`src/shared/dp_host_defs.svh`:
```
/*
  Timing and field constants for the dual-port memory port controller.
  Assumes a 50 MHz core clock; counts derive from nanosecond figures.
*/
`ifndef DP_HOST_DEFS_SVH
`define DP_HOST_DEFS_SVH

`define CLK_PERIOD_NS 20
// Slowest-grade minimum figures in ns
`define T_PWE_NS 35
`define T_HZWE_NS 25
`define T_SD_NS 20
`define T_SLAVE_HOLD_NS 40
`define T_SWRD_NS 15
`define T_AA_NS 55
`define T_SAA_NS 55
// Cycle counts: minimums round up, never below one
`define CYC_UP(ns) ((((ns) + `CLK_PERIOD_NS - 1) / `CLK_PERIOD_NS) < 1 ? \
  1 : (((ns) + `CLK_PERIOD_NS - 1) / `CLK_PERIOD_NS))
`define PULSE_PLAIN_CYC `CYC_UP(`T_PWE_NS)
`define PULSE_OE_CYC `CYC_UP(`T_HZWE_NS + `T_SD_NS)
`define SLAVE_HOLD_CYC `CYC_UP(`T_SLAVE_HOLD_NS)
`define SWRD_CYC `CYC_UP(`T_SWRD_NS)
`define ACCESS_CYC `CYC_UP(`T_AA_NS)
`define SEM_ACCESS_CYC `CYC_UP(`T_SAA_NS)
`define ADDR_W 13
`define DATA_W 16
`define SEM_ADDR_W 3
`define CNT_W 4
`define CNT_ZERO 4'h0

`endif

```
`src/shared/dp_host_pkg.sv`:
```
/*
  Types for the dual-port memory port controller.
  Assumes dp_host_defs.svh is on the include path.
*/
`default_nettype none
`include "dp_host_defs.svh"
package dp_host_pkg;
  typedef enum logic [6:0] {
    ST_IDLE = 7'b000_0001,
    ST_SETUP = 7'b000_0010,
    ST_STROBE = 7'b000_0100,
    ST_RELEASE = 7'b000_1000,
    ST_READ = 7'b001_0000,
    ST_SWRD = 7'b010_0000,
    ST_WAIT_BUSY = 7'b100_0000
  } host_state_e;

  typedef struct packed {
    host_state_e state;
    logic [`CNT_W-1:0] cnt;
    logic is_write;
    logic is_sem;
    logic sem_read_back;
    logic [`ADDR_W-1:0] addr;
    logic [`DATA_W-1:0] wdata;
    logic [1:0] lanes_n;
    logic ce_n;
    logic sem_n;
    logic rw_n;
    logic oe_n;
    logic drive_n;
    logic done;
    logic [`DATA_W-1:0] rdata;
    logic token_held;
  } host_s;
endpackage
`default_nettype wire

```
`src/verilog/dp_port_host.sv`:
```
/*
  One port's host controller for an asynchronous dual-port memory with
  token latches and busy arbitration: memory read/write, token take and
  release. Assumes pins synchronous to core_clk; the memory sits outside.
*/
`timescale 1ns/10ps
`default_nettype none
`include "dp_host_defs.svh"

module dp_port_host (
  input wire logic core_clk,
  input wire logic rst,
  // User command side
  input wire logic req_valid,
  output logic req_ready,
  input wire logic req_write,
  input wire logic req_sem,
  input wire logic req_oe_low_write,
  input wire logic [`ADDR_W-1:0] req_addr,
  input wire logic [`DATA_W-1:0] req_wdata,
  input wire logic [1:0] req_lanes_n,
  output logic rsp_valid,
  output logic [`DATA_W-1:0] rsp_rdata,
  output logic token_held,
  // Memory port pins
  output logic [`ADDR_W-1:0] mem_addr,
  output logic mem_ce_n,
  output logic mem_sem_n,
  output logic mem_rw_n,
  output logic mem_oe_n,
  output logic upper_lane_n,
  output logic lower_lane_n,
  input wire logic [`DATA_W-1:0] mem_data_in,
  output logic [`DATA_W-1:0] mem_data_out,
  output logic mem_data_oe_n,
  input wire logic mem_busy_n
);
  import dp_host_pkg::*;

  host_s cur_reg;
  host_s cur_next;

  // ==========================================================
  // Outputs straight from the state flops, except req_ready, decoded from the state
  // so no pin can glitch between edges
  assign req_ready = (cur_reg.state == ST_IDLE);
  assign rsp_valid = cur_reg.done;
  assign rsp_rdata = cur_reg.rdata;
  assign token_held = cur_reg.token_held;
  assign mem_addr = cur_reg.addr;
  assign mem_ce_n = cur_reg.ce_n;
  assign mem_sem_n = cur_reg.sem_n;
  assign mem_rw_n = cur_reg.rw_n;
  assign mem_oe_n = cur_reg.oe_n;
  assign {upper_lane_n, lower_lane_n} = cur_reg.lanes_n;
  assign mem_data_out = cur_reg.wdata;
  assign mem_data_oe_n = cur_reg.drive_n;

  // ==========================================================
  // Sequencer
  // Every pin moves on a clock edge only, so each device figure is
  // rounded up to whole cycles; this costs latency on fast grades but
  // one build serves every grade of part
  always_comb begin
    cur_next = cur_reg;
    cur_next.done = 1'b0;
    if (cur_reg.cnt != `CNT_ZERO) begin
      cur_next.cnt = cur_reg.cnt - 1'b1;
    end
    case (cur_reg.state)
      ST_IDLE: begin
        if (req_valid) begin
          // Address set up with strobe high, before any select
          cur_next.addr = req_addr;
          cur_next.wdata = req_wdata;
          cur_next.is_write = req_write;
          cur_next.is_sem = req_sem;
          cur_next.sem_read_back = 1'b0;
          // Token cycles need a byte lane open or the write is dropped; open the low one
          cur_next.lanes_n = req_sem ? {req_lanes_n[1], 1'b0}
                                     : req_lanes_n;
          cur_next.oe_n = req_write ? ~req_oe_low_write : 1'b1;
          cur_next.state = ST_SETUP;
        end
      end
      ST_SETUP: begin
        // Select the array or a token latch, never both
        cur_next.ce_n = cur_reg.is_sem;
        cur_next.sem_n = ~cur_reg.is_sem;
        if (cur_reg.is_write) begin
          // Slave port: hold the strobe off while busy is low
          if (!mem_busy_n) begin
            cur_next.state = ST_WAIT_BUSY;
            cur_next.cnt = `CNT_W'(`SLAVE_HOLD_CYC);
          end else begin
            // Strobe falls on the same edge as select (select already low on a retry): device stays high-Z
            cur_next.rw_n = 1'b0;
            cur_next.drive_n = 1'b0;
            // Wider pulse when output enable is low, for turn-off
            cur_next.cnt = cur_reg.oe_n ? `CNT_W'(`PULSE_PLAIN_CYC)
                                        : `CNT_W'(`PULSE_OE_CYC);
            cur_next.state = ST_STROBE;
          end
        end else begin
          cur_next.oe_n = 1'b0;
          cur_next.cnt = cur_reg.is_sem ? `CNT_W'(`SEM_ACCESS_CYC)
                                        : `CNT_W'(`ACCESS_CYC);
          cur_next.state = ST_READ;
        end
      end
      ST_WAIT_BUSY: begin
        // Restart the hold whenever busy is low again
        if (!mem_busy_n) begin
          // Select stays low here so the device keeps reporting the clash
          cur_next.cnt = `CNT_W'(`SLAVE_HOLD_CYC);
        end else if (cur_reg.cnt == `CNT_ZERO) begin
          cur_next.state = ST_SETUP;
        end
      end
      ST_STROBE: begin
        // Busy during the pulse: lift the strobe at once, retry later.
        // A clocked host sees busy one edge late; the device blocks the
        // write on its own side, so the cut pulse is harmless
        if (!mem_busy_n) begin
          cur_next.rw_n = 1'b1;
          cur_next.drive_n = 1'b1;
          cur_next.cnt = `CNT_W'(`SLAVE_HOLD_CYC);
          cur_next.state = ST_WAIT_BUSY;
        end else if (cur_reg.cnt == `CNT_ZERO) begin
          // Strobe rises first; data held one more cycle
          cur_next.rw_n = 1'b1;
          // Output enable lifts with the strobe, so the device never turns
          // its drivers on while our data is still on the pins
          cur_next.oe_n = 1'b1;
          cur_next.state = ST_RELEASE;
        end
      end
      ST_RELEASE: begin
        cur_next.ce_n = 1'b1;
        cur_next.sem_n = 1'b1;
        cur_next.drive_n = 1'b1;
        cur_next.oe_n = 1'b1;
        if (cur_reg.is_sem) begin
          // Token write: bit 0 low asks, high gives back
          if (cur_reg.wdata[0]) begin
            cur_next.token_held = 1'b0;
            cur_next.done = 1'b1;
            cur_next.state = ST_IDLE;
          end else begin
            cur_next.cnt = `CNT_W'(`SWRD_CYC);
            cur_next.state = ST_SWRD;
          end
        end else begin
          cur_next.done = 1'b1;
          cur_next.state = ST_IDLE;
        end
      end
      ST_SWRD: begin
        // Read the latch back only after the write-to-read gap
        if (cur_reg.cnt == `CNT_ZERO) begin
          cur_next.is_write = 1'b0;
          cur_next.sem_read_back = 1'b1;
          cur_next.state = ST_SETUP;
        end
      end
      ST_READ: begin
        // Sampling after full access time also covers busy-to-data delay
        if (cur_reg.cnt == `CNT_ZERO) begin
          cur_next.rdata = mem_data_in;
          if (cur_reg.sem_read_back) begin
            // Low read back means this port won the token
            cur_next.token_held = ~mem_data_in[0];
          end
          cur_next.ce_n = 1'b1;
          cur_next.sem_n = 1'b1;
          cur_next.oe_n = 1'b1;
          cur_next.done = 1'b1;
          cur_next.state = ST_IDLE;
        end
      end
      default: begin
        cur_next.state = ST_IDLE;
      end
    endcase
  end

  // ==========================================================
  // State register; all control pins idle high under reset, address and data zero
  // Reset loads constants only, so the pins are clean from time zero
  always_ff @(posedge core_clk or posedge rst) begin
    if (rst) begin
      cur_reg <= '{state: ST_IDLE, cnt: `CNT_ZERO, is_write: 1'b0,
        is_sem: 1'b0, sem_read_back: 1'b0, addr: '0, wdata: '0,
        lanes_n: 2'h3, ce_n: 1'b1, sem_n: 1'b1, rw_n: 1'b1,
        oe_n: 1'b1, drive_n: 1'b1, done: 1'b0, rdata: '0,
        token_held: 1'b0};
    end else begin
      cur_reg <= cur_next;
    end
  end
endmodule
`default_nettype wire

```
`config.mk`:
```
export PLATFORM = sky130hd
export DESIGN_NAME = dp_port_host
export DESIGN_NICKNAME = d
export VERILOG_FILES = /design/src/shared/dp_host_pkg.sv /design/src/verilog/dp_port_host.sv
export VERILOG_INCLUDE_DIRS = /design/src /design/src/shared
export SDC_FILE = /design/constraint.sdc
export NUM_CORES = 1
export LEC_CHECK = 0
export ABC_CLOCK_PERIOD_IN_PS = 3000
export BUFFER_PORTS_ARGS = -buffer_cell sky130_fd_sc_hd__buf_2
export CAP_MARGIN = 20
export CORE_UTILIZATION = 35
export CTS_CLUSTER_DIAMETER = 50
export DETAILED_ROUTE_END_ITERATION = 10
export HOLD_SLACK_MARGIN = 0.06
export PLACE_DENSITY = 0.63
export SYNTH_ARGS = -nofsm -noshare
export SYNTH_HDL_FRONTEND = slang
export SYNTH_SLANG_ARGS = --single-unit
```
`constraint.sdc`:
```
create_clock -name core_clk -period 3 [get_ports core_clk]
set_input_delay 0.6 -clock core_clk [delete_from_list [all_inputs] [get_ports core_clk]]
set_output_delay 0.6 -clock core_clk [all_outputs]
set_load 0.1 [all_outputs]
```
; ---- After elaboration in Yosys (flattened, before gate mapping)
; Cells that the tools add are included.
[classes]
n_mux = 44
multipliers = 0
order_cmp = 0
n_reduce_logical = 18
shift = 0
n_div = 0
eq_ne = 21
n_addsub = 1
bitwise = 3
[op_table]
columns = operator, n
row1 = case mux 7 bit (7 select lines), 1
row2 = 2-to-1 mux 7 bit, 6
row3 = 2-to-1 mux 34 bit, 1
row4 = inequality test 2 bit (second input constant), 13
row5 = 2-to-1 mux 11 bit, 2
row6 = 2-to-1 mux 18 bit, 1
row7 = 2-to-1 mux 1 bit, 17
row8 = 2-to-1 mux 4 bit, 4
row9 = 2-to-1 mux 6 bit, 2
row10 = case mux 4 bit (3 select lines), 1
row11 = AND reduction 4 bit, 3
row12 = case mux 1 bit (2 select lines), 5
row13 = == test 7 x 1 -> 1 bit (second input constant), 1
row14 = == test 7 x 2 -> 1 bit (second input constant), 1
row15 = == test 7 x 3 -> 1 bit (second input constant), 1
row16 = == test 7 x 4 -> 1 bit (second input constant), 1
row17 = == test 7 x 5 -> 1 bit (second input constant), 1
row18 = == test 7 x 6 -> 1 bit (second input constant), 1
row19 = == test 7 bit (second input constant), 1
row20 = case mux 2 bit (3 select lines), 1
row21 = AND reduction 2 bit, 3
row22 = AND reduction 6 bit, 1
row23 = nonzero test 2 bit, 3
row24 = nonzero test 3 bit, 2
row25 = other kinds (12), 14
[word_totals]
latch_bits = 0
mem_bits_rw = 0
reg_bits = 68
inputBits = 54
elab_cells = 103
romBits = 0
n_memories = 0

; ---- Depth between registers and ports, before layout
; Gate-level depths: netlist of run 1.
[depth]
word_depth = 5
mapped_depth = 8
mapped_depth_nobuf = 7

; ---- Worst setup path before layout of run 1
; No wires, ideal clock.
[synth_path]
path_kind = register to register
from = reg cur_reg[65] (netlist bit)
to = reg cur_reg[55] (netlist bit)
n_path_buf = 3
period_less_slack_ns = 2.142
path_slack_ns = 0.858
setup_time_ns = 0.125
required_time_ns = 2.875
path_stages_with_launch = 8
arrival_time_ns = 2.018
cell_sequence = dfrtp_1 buf_2 or2_2 and4bb_2 buf_4 nand2_2 buf_2 mux2_2
[synth_between]
elab_chain_cells = 2
[synth_rtl]
columns = element, line_no
row1 = start: declaration, dp_port_host.sv:40  ; host_s cur_reg;
row2 = start signal: assignment, dp_port_host.sv:192  ; cur_reg <= '{state: ST_IDLE, cnt: `CNT_ZERO, is_write: 1'b0,
row3 = start signal: assignment, dp_port_host.sv:198  ; cur_reg <= cur_next;
row4 = == test 7 x 1 -> 1 bit, -
row5 = net req_ready, dp_port_host.sv:15  ; output logic req_ready,
row6 = AND reduction 2 bit (no source line), -
; The timed path passes the listed nets, and every way through them passes these cells.
; A chain may end at the register's enable or synchronous reset.

; ---- Worst setup path after layout of run 1
[layout_path]
from = reg cur_reg[65] (netlist bit)
to = out req_ready
[layout_between]
elab_chain_cells = 1
[layout_rtl]
columns = element, line_no
row1 = == test 7 x 1 -> 1 bit, dp_port_host.sv:46  ; assign req_ready = (cur_reg.state == ST_IDLE);
row2 = end: declaration, dp_port_host.sv:15
; Every way passes these cells.

==> metrics.txt, run 1 <==
# TYPE chip_impl_metric gauge
chip_impl_info{name="status",value="finished, final reports clean"} 1
chip_impl_info{name="timing.setup.critical_path_class",value="register to output pin"} 1
chip_impl_metric{name="drt-pass1-iter-count",unit=""} 4
chip_impl_metric{name="synth.lib_cells_used.distinct",unit=""} 51
chip_impl_metric{name="grt_first_pass_wirelength",unit="mm"} 10.6
chip_impl_metric{name="detailedPlacementHpwl",unit="mm"} 4.81
chip_impl_metric{name="part_of_the_yosys_area_used_for_sequential_elements",unit="%"} 51.3
chip_impl_metric{name="route.final.wire_length",unit="mm"} 6.71
chip_impl_metric{name="crit_required",unit="ns"} 2.40
chip_impl_metric{name="die_area",unit="mm2"} 0.00993
chip_impl_metric{name="clock-sinks",unit=""} 68
chip_impl_metric{name="number_of_vias_per_cell_after_detailed_routing",unit=""} 4.70
chip_impl_metric{name="areaGrowthSynthToFinish",unit="%"} 16.6
chip_impl_metric{name="first_iter_violations",unit=""} 113
chip_impl_metric{name="drtAntennaViolNets",unit=""} 0
chip_impl_info{name="cpMaxStageDelayCell",value="dfrtp_1"} 1
chip_impl_metric{name="h-tree-depth",unit=""} 3
chip_impl_metric{name="drv.max_cap_violation_count",unit=""} 0
chip_impl_info{name="critical_path.cell_chain",value="or2_2, and4bb_2, buf_2"} 1
chip_impl_metric{name="synth_edf_count",unit=""} 0
chip_impl_metric{name="clk_path_buf_depth",unit=""} 2
chip_impl_info{name="endpoint_kind",value="output pin"} 1
chip_impl_info{name="final_common_cell",value="buf_2"} 1
chip_impl_metric{name="worst_slew_margin_rel",unit="%"} 47.0
chip_impl_metric{name="route.detailed.wl_per_inst",unit="um"} 13.9
chip_impl_metric{name="post-route-period-util",unit="%"} 91.4
chip_impl_metric{name="peak_fanout_along_the_critical_path",unit=""} 10
chip_impl_metric{name="timing.final.max_slew_violations",unit=""} 0
chip_impl_metric{name="worst_path_largest_cell_delay",unit="ns"} 0.50
chip_impl_metric{name="grt_util_all_layers",unit="%"} 13.9
chip_impl_metric{name="synth.avg_cell_area",unit="um2"} 11.8
chip_impl_metric{name="cts_post_setup_buffers_inserted",unit=""} 0
chip_impl_metric{name="via_count",unit=""} 2263
chip_impl_info{name="tritoncts",value="yes"} 1
chip_impl_metric{name="worst_margin_slew",unit="ns"} 0.792
chip_impl_metric{name="netlist_instances",unit=""} 282
chip_impl_metric{name="number_of_placement_rows",unit=""} 35
chip_impl_metric{name="hold_buffers",unit=""} 0
chip_impl_metric{name="reg2reg_slack",unit="ns"} 0.56
chip_impl_metric{name="num_io_pins",unit=""} 109
chip_impl_metric{name="layout_min_cycle_time",unit="ns"} 2.74
chip_impl_metric{name="grt_start_max_net_pins",unit=""} 39
chip_impl_info{name="hold_path_class",value="input pin to async pin"} 1
chip_impl_metric{name="post_cts_sizing_count",unit=""} 0
chip_impl_metric{name="postSynthNetCount",unit=""} 337
chip_impl_metric{name="core",unit="mm2"} 0.00924
chip_impl_metric{name="clock_insertion_delay_worst_skew",unit="ns"} 0.34
chip_impl_metric{name="yosys_warning_total",unit=""} 0
chip_impl_metric{name="die_w",unit="um"} 99.6
chip_impl_info{name="clockRootBuffer",value="clkbuf_8"} 1
chip_impl_metric{name="hold-worst-slack",unit="ns"} 0.339
chip_impl_info{name="layout.cells.most_common_list",value="buf_2, dfrtp_1, mux2_2"} 1
chip_impl_info{name="yosys_most_used_dff",value="dfrtp_1"} 1
chip_impl_metric{name="antenna-diode-count",unit=""} 0
chip_impl_metric{name="layout-drive-gt1-share",unit="%"} 54.8
chip_impl_metric{name="report.final.hold_viol_count",unit=""} 0
chip_impl_metric{name="grt_overflow",unit=""} 0
chip_impl_info{name="cp-start-kind",value="register"} 1
chip_impl_metric{name="mappedNetlistArea",unit="mm2"} 0.00334
chip_impl_metric{name="design.final.nets",unit=""} 402
chip_impl_metric{name="totalNegativeSetupSlack",unit="ns"} 0
chip_impl_metric{name="setup_violations",unit=""} 0
chip_impl_metric{name="cp.arrival",unit="ns"} 2.14
chip_impl_metric{name="floorplan.initialDensity",unit="%"} 36.1
chip_impl_metric{name="buffer_ports.inserted",unit=""} 108
chip_impl_metric{name="clock-skew-final",unit="ns"} 0.00987
chip_impl_metric{name="grt_pass1_vias",unit=""} 2150
chip_impl_info{name="rsz0062_at_grt",value="false"} 1
chip_impl_metric{name="die_height",unit="um"} 99.6
chip_impl_metric{name="synth-seq-cells",unit=""} 68
chip_impl_metric{name="achievable-frequency",unit="MHz"} 365
chip_impl_metric{name="post-route-drc-count",unit=""} 0
chip_impl_metric{name="clk_pin_slew",unit="ns"} 0.08
chip_impl_metric{name="final_weighted_congestion_of_routability_driven_global_placement",unit=""} 0.874
chip_impl_metric{name="layout.core_utilization",unit="%"} 42.1
chip_impl_metric{name="initial_antenna_violation_count",unit=""} 0
chip_impl_metric{name="numCtsBuffers",unit=""} 9
chip_impl_metric{name="post_synthesis_async_set_or_reset_flop_share",unit="%"} 100
==> per-stage QoR <==
stage	setup WS (ns)	instances	cell area, um2
floorplan	0.702	282	3340
global placement	0.650	465	3670
detailed placement	0.583	465	3670
CTS	0.248	481	3890
global route	0.155	481	3890
finish	0.259	481	3890
==> worst max-delay path, delay by kind of cell, from the launching register on <==
family / cells / cell delay, ns
flops: 1 / 0.50
buf+inv: 1 / 0.47
simple gates: 2 / 0.83
==> cell usage after synthesis (2+ instances only) <==
library cell | count | area, um2
inv_1 | 4 | 15.0
a32o_1 | 2 | 20.0
nor4b_1 | 3 | 26.3
or3b_2 | 2 | 17.5
dfstp_2 | 8 | 210
nand4_1 | 2 | 12.5
xnor2_1 | 5 | 43.8
nor2_1 | 12 | 45.0
a21oi_1 | 12 | 60.1
mux2_2 | 48 | 541
nor3b_1 | 2 | 15.0
buf_2 | 5 | 25.0
o21ai_0 | 9 | 45.0
a21o_1 | 3 | 22.5
clkbuf_1 | 3 | 11.3
buf_4 | 46 | 345
nand2b_1 | 3 | 18.8
nand2_1 | 12 | 45.0
dfrtp_1 | 60 | 1500
nand3_1 | 5 | 25.0
nor3_1 | 6 | 30.0
==> final cells by class <==
type                       count  area (um2)
sequential                    68        1710
tap                          129         161
clock buffer                   9         124
clock inverter                 7        98.8
multi-input combinational    154        1210
fill                         906        5350
timing repair buffer         110         568
inverter                       4        15.0
==> worst paths after layout <==
| kind | end | startpoint | cells past startpoint |
|---|---|---|---|
| worst max-delay path | req_ready | cur_reg[65] | 3 |
| worst min-delay path | mem_data_out[10] | rst | 2 |
| worst max register to register | mem_data_out[11] | cur_reg[65] | 4 |
| worst min register to register | lower_lane_n | lower_lane_n | 2 |
| max in group asynchronous | mem_rw_n | rst | 3 |
| min in group core_clk | lower_lane_n | lower_lane_n | 2 |
==> metal layers <==
layer  vias up  track usage [%]  routed length, um
met5         -                0                  0
met4         0             6.33                126
met3        11             4.64                423
met2        85             21.9               3210
met1      1092             17.2               2940
li1       1075                -                  -
==> cell families after synthesis <==
logic type	count (synthesis)	synth area share (%)
flops	68	51.3
buf+inv	60	12.3
simple gates	59	10.5
mux	48	16.2
compound gates	40	7.76
xor+xnor	6	1.57
fa+ha+maj	1	0.375
Power of run 1 is left out: the tool's default activity adds up to more than one toggle a clock period on the data nets, which glitch-free logic cannot reach.
==> run 2: changes to the inputs <==
--- a/config.mk
+++ b/config.mk
@@ -10,6 +10,7 @@
 export BUFFER_PORTS_ARGS = -buffer_cell sky130_fd_sc_hd__buf_2
 export CAP_MARGIN = 20
 export CORE_UTILIZATION = 35
+export CTS_BUF_LIST = sky130_fd_sc_hd__clkbuf_8
 export CTS_CLUSTER_DIAMETER = 50
 export DETAILED_ROUTE_END_ITERATION = 10
 export HOLD_SLACK_MARGIN = 0.06
==> constraint.sdc (replaced) <==
create_clock -name core_clk -period 3 [get_ports core_clk]
set_input_delay 0.15 -clock core_clk [delete_from_list [all_inputs] [get_ports core_clk]]
set_output_delay 0.15 -clock core_clk [all_outputs]
set_load 0.1 [all_outputs]
==> run 2 against run 1 <==
  * Fmax increased by 16%
  * Sequential share of layout area decreased by 4.9 points
  * Worst setup slack improved by 0.38 ns
  * Non-clock buffer count increased by 50
  * Core utilization increased by 5.3 points
  * Clock skew increased by 0.0031 ns
  * Global-route usage increased by 1.5 points
  * Critical path depth increased by 1
  * Design area increased by 13%
  * Hold slack got worse by 0.28 ns
  * Final cell count increased by 10%
  * Die area unchanged
  * Highest routed layer unchanged
==> metrics.txt, run 2 (same netlist as run 1, synthesis figures left out) <==
# TYPE chip_impl_metric gauge
chip_impl_info{name="cp-start-kind",value="register"} 1
chip_impl_metric{name="num_io_pins",unit=""} 109
chip_impl_info{name="endpoint_kind",value="register"} 1
chip_impl_metric{name="final_cell_area",unit="mm2"} 0.00438
chip_impl_metric{name="worst_path_largest_cell_delay",unit="ns"} 0.49
chip_impl_metric{name="final_weighted_congestion_of_routability_driven_global_placement",unit=""} 0.831
chip_impl_info{name="hold_path_class",value="input pin to async pin"} 1
chip_impl_metric{name="first_iter_violations",unit=""} 128
chip_impl_metric{name="achievable-frequency",unit="MHz"} 423
chip_impl_metric{name="setup_violations",unit=""} 0
chip_impl_metric{name="layout_min_cycle_time",unit="ns"} 2.36
chip_impl_metric{name="clock-skew-final",unit="ns"} 0.0130
chip_impl_metric{name="timing.final.max_slew_violations",unit=""} 0
chip_impl_metric{name="detailedPlacementHpwl",unit="mm"} 4.81
chip_impl_metric{name="drtAntennaViolNets",unit=""} 0
chip_impl_metric{name="clk_path_buf_depth",unit=""} 2
chip_impl_metric{name="grt_start_max_net_pins",unit=""} 69
chip_impl_metric{name="grt_first_pass_wirelength",unit="mm"} 11.9
chip_impl_metric{name="worst_margin_slew",unit="ns"} 0.833
chip_impl_metric{name="clock_insertion_delay_worst_skew",unit="ns"} 0.35
chip_impl_metric{name="hold-worst-slack",unit="ns"} 0.0541
chip_impl_metric{name="floorplan.initialDensity",unit="%"} 36.1
chip_impl_metric{name="initial_antenna_violation_count",unit=""} 0
chip_impl_metric{name="die_w",unit="um"} 99.6
chip_impl_metric{name="post-route-period-util",unit="%"} 78.7
chip_impl_metric{name="layout-drive-gt1-share",unit="%"} 48.0
chip_impl_info{name="timing.setup.critical_path_class",value="register to register"} 1
chip_impl_info{name="final_common_cell",value="buf_2"} 1
chip_impl_metric{name="drt-pass1-iter-count",unit=""} 4
chip_impl_metric{name="areaGrowthSynthToFinish",unit="%"} 31.3
chip_impl_info{name="tritoncts",value="yes"} 1
chip_impl_info{name="status",value="finished, final reports clean"} 1
chip_impl_metric{name="grt_pass1_vias",unit=""} 2433
chip_impl_metric{name="cp.arrival",unit="ns"} 2.59
chip_impl_metric{name="numCtsBuffers",unit=""} 9
chip_impl_metric{name="reg2reg_slack",unit="ns"} 0.64
chip_impl_metric{name="clk_pin_slew",unit="ns"} 0.08
chip_impl_info{name="cpMaxStageDelayCell",value="dfrtp_1"} 1
chip_impl_metric{name="hold_buffers",unit=""} 50
chip_impl_metric{name="core",unit="mm2"} 0.00924
chip_impl_metric{name="route.detailed.wl_per_inst",unit="um"} 14.0
chip_impl_metric{name="grt_util_all_layers",unit="%"} 15.4
chip_impl_metric{name="drv.max_cap_violation_count",unit=""} 0
chip_impl_metric{name="post-route-drc-count",unit=""} 0
chip_impl_metric{name="die_height",unit="um"} 99.6
chip_impl_metric{name="r2r.worst_path.cells",unit=""} 4
chip_impl_metric{name="clock-sinks",unit=""} 68
chip_impl_metric{name="grt_overflow",unit=""} 0
chip_impl_metric{name="peak_fanout_along_the_critical_path",unit=""} 33
chip_impl_metric{name="number_of_placement_rows",unit=""} 35
chip_impl_metric{name="post_cts_sizing_count",unit=""} 0
chip_impl_metric{name="placed_cell_area",unit="mm2"} 0.00366
chip_impl_metric{name="totalNegativeSetupSlack",unit="ns"} 0
chip_impl_metric{name="via_count",unit=""} 2461
chip_impl_metric{name="multi_input_area",unit="mm2"} 0.00121
chip_impl_metric{name="route.final.wire_length",unit="mm"} 7.43
chip_impl_info{name="critical_path.reg2reg.endpoint",value="mem_addr[2]"} 1
chip_impl_metric{name="antenna-diode-count",unit=""} 0
chip_impl_metric{name="design.final.nets",unit=""} 452
chip_impl_info{name="layout.cells.most_common_list",value="buf_2, dfrtp_1, dlygate4sd3_1, mux2_2"} 1
chip_impl_metric{name="h-tree-depth",unit=""} 3
chip_impl_metric{name="worst_slew_margin_rel",unit="%"} 44.4
chip_impl_info{name="reg2reg_from",value="cur_reg[65]"} 1
chip_impl_info{name="critical_path.cell_chain",value="or2_2, and4bb_2, nand2_2, mux2_2"} 1
chip_impl_metric{name="filler_cell_count",unit=""} 861
chip_impl_info{name="rsz0062_at_grt",value="false"} 1
chip_impl_metric{name="report.final.hold_viol_count",unit=""} 0
chip_impl_metric{name="cts_post_setup_buffers_inserted",unit=""} 0
chip_impl_metric{name="ff_latch_area",unit="mm2"} 0.00171
chip_impl_metric{name="crit_required",unit="ns"} 3.23
chip_impl_metric{name="number_of_vias_per_cell_after_detailed_routing",unit=""} 4.63
chip_impl_metric{name="die_area",unit="mm2"} 0.00993
chip_impl_metric{name="buffer_ports.inserted",unit=""} 108
chip_impl_info{name="clockRootBuffer",value="clkbuf_8"} 1
run 2: cell types whose count changed in the layout (fill, tap and decap cells not counted):
cell / delta
dlygate4sd3_1: +50
buf_12: -1
buf_4: +1
clkinv_4: +1
inv_6: -1
run 2: through the flow:
| stage | worst slack (ns) | util, % | std cells |
|---|---|---|---|
| 2_1_floorplan | 0.858 | - | 282 |
| 3_3_place_gp | 0.649 | 39.6 | 465 |
| 3_5_place_dp | 0.629 | 39.6 | 465 |
| 4_1_cts | 0.628 | 47.4 | 531 |
| 5_1_grt | 0.486 | 47.4 | 531 |
| 6_report | 0.638 | 47.4 | 531 |
run 2: how the worst max path moves through the flow:
| stage | cells past startpoint | to | startpoint |
|---|---|---|---|
| after floorplan | 7 | cur_reg[55] | cur_reg[65] |
| after global placement | 4 | mem_addr[3] | cur_reg[65] |
| after detailed placement | 4 | mem_data_out[12] | cur_reg[65] |
| after CTS | 4 | mem_data_out[12] | cur_reg[65] |
| after global routing | 4 | mem_data_out[10] | cur_reg[66] |
| final | 4 | mem_addr[2] | cur_reg[65] |
run 2: layout make-up:
class                   instances  area share, %
repair buffers                160           24.1
inverters                       4          0.343
flip-flops and latches         68           39.1
well taps                     129           3.68
multi-input cells             154           27.7
clock buffers                   9           2.83
clock inverters                 7           2.26
run 2: critical path, delay by kind of cell (launching register included):
kind             cells  cell delay, ns
muxes                1            0.46
and+or+nand+nor      3            1.29
DFF                  1            0.49
run 2: routing by layer:
layer / vias up / routed length [um] / GRT usage [%]
met3: 11 / 414 / 4.92
met1: 1188 / 3370 / 19.5
met5: - / 0 / 0
met4: 0 / 113 / 5.43
li1: 1174 / - / -
met2: 88 / 3530 / 24.8
Power of run 2 is left out for the same reason.
==> run 3: changes to the inputs <==
--- a/config.mk
+++ b/config.mk
@@ -6,7 +6,7 @@
 export SDC_FILE = /design/constraint.sdc
 export NUM_CORES = 1
 export LEC_CHECK = 0
-export ABC_CLOCK_PERIOD_IN_PS = 3000
+export ABC_CLOCK_PERIOD_IN_PS = 2300
 export BUFFER_PORTS_ARGS = -buffer_cell sky130_fd_sc_hd__buf_2
 export CAP_MARGIN = 20
 export CORE_UTILIZATION = 35
==> constraint.sdc (replaced) <==
create_clock -name core_clk -period 2.3 [get_ports core_clk]
set_input_delay 0.115 -clock core_clk [delete_from_list [all_inputs] [get_ports core_clk]]
set_output_delay 0.115 -clock core_clk [all_outputs]
set_load 0.1 [all_outputs]
==> run 3 against run 2 <==
  * Final cell count is 1.7% higher
  * Core utilization grew 1.0 points
  * Via count rose by 3.9%
  * Flip-flop and latch count unchanged
  * Routed wire length grew 2.9%
  * Sequential share of layout area is 0.81 points lower
  * Non-clock buffer count grew 9
  * Hold slack gained 0.090 ns
  * Design area increased by 2.1%
  * Critical path type is now register to output pin
  * Highest routed layer unchanged
==> metrics.txt, run 3 (same netlist as run 1, synthesis figures left out) <==
# TYPE chip_impl_metric gauge
chip_impl_info{name="status",value="finished, final reports clean"} 1
chip_impl_metric{name="design.final.nets",unit=""} 461
chip_impl_info{name="tritoncts",value="yes"} 1
chip_impl_metric{name="layout_min_cycle_time",unit="ns"} 2.12
chip_impl_metric{name="drtAntennaViolNets",unit=""} 0
chip_impl_metric{name="crit_required",unit="ns"} 2.18
chip_impl_metric{name="filler_cell_count",unit=""} 833
chip_impl_info{name="reg2reg_from",value="cur_reg[62]"} 1
chip_impl_metric{name="grt_first_pass_wirelength",unit="mm"} 12.0
chip_impl_metric{name="reg2reg_slack",unit="ns"} 0.21
chip_impl_metric{name="die_w",unit="um"} 99.6
chip_impl_metric{name="numCtsBuffers",unit=""} 9
chip_impl_metric{name="floorplan.initialDensity",unit="%"} 36.1
chip_impl_info{name="timing.setup.critical_path_class",value="register to output pin"} 1
chip_impl_info{name="cp-start-kind",value="register"} 1
chip_impl_info{name="critical_path.reg2reg.endpoint",value="cur_reg[56]"} 1
chip_impl_metric{name="number_of_vias_per_cell_after_detailed_routing",unit=""} 4.74
chip_impl_info{name="crit_start",value="cur_reg[63]"} 1
chip_impl_metric{name="achievable-frequency",unit="MHz"} 472
chip_impl_info{name="endpoint_kind",value="output pin"} 1
chip_impl_metric{name="drv.max_cap_violation_count",unit=""} 0
chip_impl_info{name="hold_start",value="req_write"} 1
chip_impl_metric{name="drt-pass1-iter-count",unit=""} 4
chip_impl_metric{name="num_io_pins",unit=""} 109
chip_impl_metric{name="buffer_ports.inserted",unit=""} 108
chip_impl_metric{name="detailedPlacementHpwl",unit="mm"} 5.05
chip_impl_metric{name="layout-drive-gt1-share",unit="%"} 48.9
chip_impl_metric{name="grt_util_all_layers",unit="%"} 15.7
chip_impl_metric{name="clock-skew-final",unit="ns"} 0.0103
chip_impl_metric{name="report.final.hold_viol_count",unit=""} 0
chip_impl_metric{name="worst_slew_margin_rel",unit="%"} 64.6
chip_impl_metric{name="die_height",unit="um"} 99.6
chip_impl_metric{name="grt_start_max_net_pins",unit=""} 34
chip_impl_info{name="hold_path_class",value="input pin to register"} 1
chip_impl_metric{name="post-route-period-util",unit="%"} 92.1
chip_impl_metric{name="first_iter_violations",unit=""} 138
chip_impl_metric{name="r2r.worst_path.cells",unit=""} 5
chip_impl_metric{name="post-route-drc-count",unit=""} 0
chip_impl_metric{name="clock-sinks",unit=""} 68
chip_impl_metric{name="final_weighted_congestion_of_routability_driven_global_placement",unit=""} 0.866
chip_impl_metric{name="number_of_placement_rows",unit=""} 35
chip_impl_metric{name="grt_pass1_vias",unit=""} 2583
chip_impl_metric{name="clk_path_buf_depth",unit=""} 2
chip_impl_info{name="rsz0062_at_grt",value="false"} 1
chip_impl_metric{name="areaGrowthSynthToFinish",unit="%"} 34.0
chip_impl_info{name="final_common_cell",value="buf_2"} 1
chip_impl_info{name="hold_path_end",value="cur_reg[56]"} 1
chip_impl_metric{name="via_count",unit=""} 2558
chip_impl_metric{name="cp.arrival",unit="ns"} 2.00
chip_impl_metric{name="setup_violations",unit=""} 0
chip_impl_metric{name="grt_overflow",unit=""} 0
chip_impl_metric{name="timing.final.max_slew_violations",unit=""} 0
chip_impl_metric{name="worst_margin_slew",unit="ns"} 0.523
chip_impl_metric{name="route.detailed.wl_per_inst",unit="um"} 14.2
chip_impl_info{name="layout.cells.most_common_list",value="buf_2, dfrtp_1, dlygate4sd3_1, mux2_2"} 1
chip_impl_metric{name="timing.hold.worst_path_depth",unit=""} 3
chip_impl_metric{name="initial_antenna_violation_count",unit=""} 0
chip_impl_metric{name="cts_post_setup_buffers_inserted",unit=""} 0
chip_impl_info{name="clockRootBuffer",value="clkbuf_8"} 1
chip_impl_metric{name="core",unit="mm2"} 0.00924
chip_impl_metric{name="h-tree-depth",unit=""} 3
chip_impl_metric{name="peak_fanout_along_the_critical_path",unit=""} 10
chip_impl_metric{name="route.final.wire_length",unit="mm"} 7.64
chip_impl_metric{name="totalNegativeSetupSlack",unit="ns"} 0
chip_impl_metric{name="clk_pin_slew",unit="ns"} 0.08
chip_impl_metric{name="antenna-diode-count",unit=""} 0
chip_impl_metric{name="die_area",unit="mm2"} 0.00993
chip_impl_metric{name="clock_insertion_delay_worst_skew",unit="ns"} 0.34
## run 3: critical path: stages (launching register included)
cell and delay (ns):
dfrtp_1 0.45, or2_2 0.37, and4bb_2 0.46, clkbuf_4 0.39
## run 3: routing by layer
| layer | track usage [%] | share of wire (%) | vias to the layer above |
|---|---|---|---|
| met1 | 17.9 | 40 | 1242 |
| met4 | 6.67 | 2.3 | 0 |
| met5 | 0 | 0 | - |
| met2 | 27.6 | 52 | 107 |
| li1 | - | - | 1191 |
| met3 | 4.50 | 6.2 | 18 |
## run 3: worst max path at each step
stage | slack, ns | endpoint | depth (start not counted)
after floorplan | 0.16 | cur_reg[55] | 7
after global placement | 0.22 | cur_reg[56] | 5
after detailed placement | 0.20 | token_held | 4
after CTS | 0.09 | req_ready | 3
after global routing | 0.06 | cur_reg[56] | 5
final | 0.18 | req_ready | 3
## run 3: per-stage QoR
stage / utilization [%] / setup WS [ns] / instance area [um2] / cells / hold slack, ns
global placement: 40.1 / 0.216 / 3710 / 472 / 0.199
detailed placement: 40.1 / 0.196 / 3710 / 472 / 0.193
floorplan: - / 0.158 / 3340 / 282 / 0.165
global route: 48.4 / 0.0609 / 4470 / 540 / 0.161
finish: 48.4 / 0.181 / 4470 / 540 / 0.144
CTS: 48.3 / 0.0878 / 4470 / 540 / 0.129
## run 3: what timing repair did
action / CTS / global route
resized for setup: 0 / 2
endpoints found under the setup margin: 0 / 2
hold buffers: 52 / 0
hold endpoints to repair: 76 / 0
## run 3: final cells by class
| class | instances | area (um2) | share of cell area, % |
|---|---|---|---|
| timing repair buffer | 169 | 1130 | 25.3 |
| inverter | 4 | 15.0 | 0.336 |
| clock buffer | 11 | 151 | 3.38 |
| sequential | 68 | 1710 | 38.3 |
| clock inverter | 5 | 83.8 | 1.87 |
| multi-input combinational | 154 | 1220 | 27.2 |
| tap | 129 | 161 | 3.61 |
Power of run 3 is left out for the same reason.
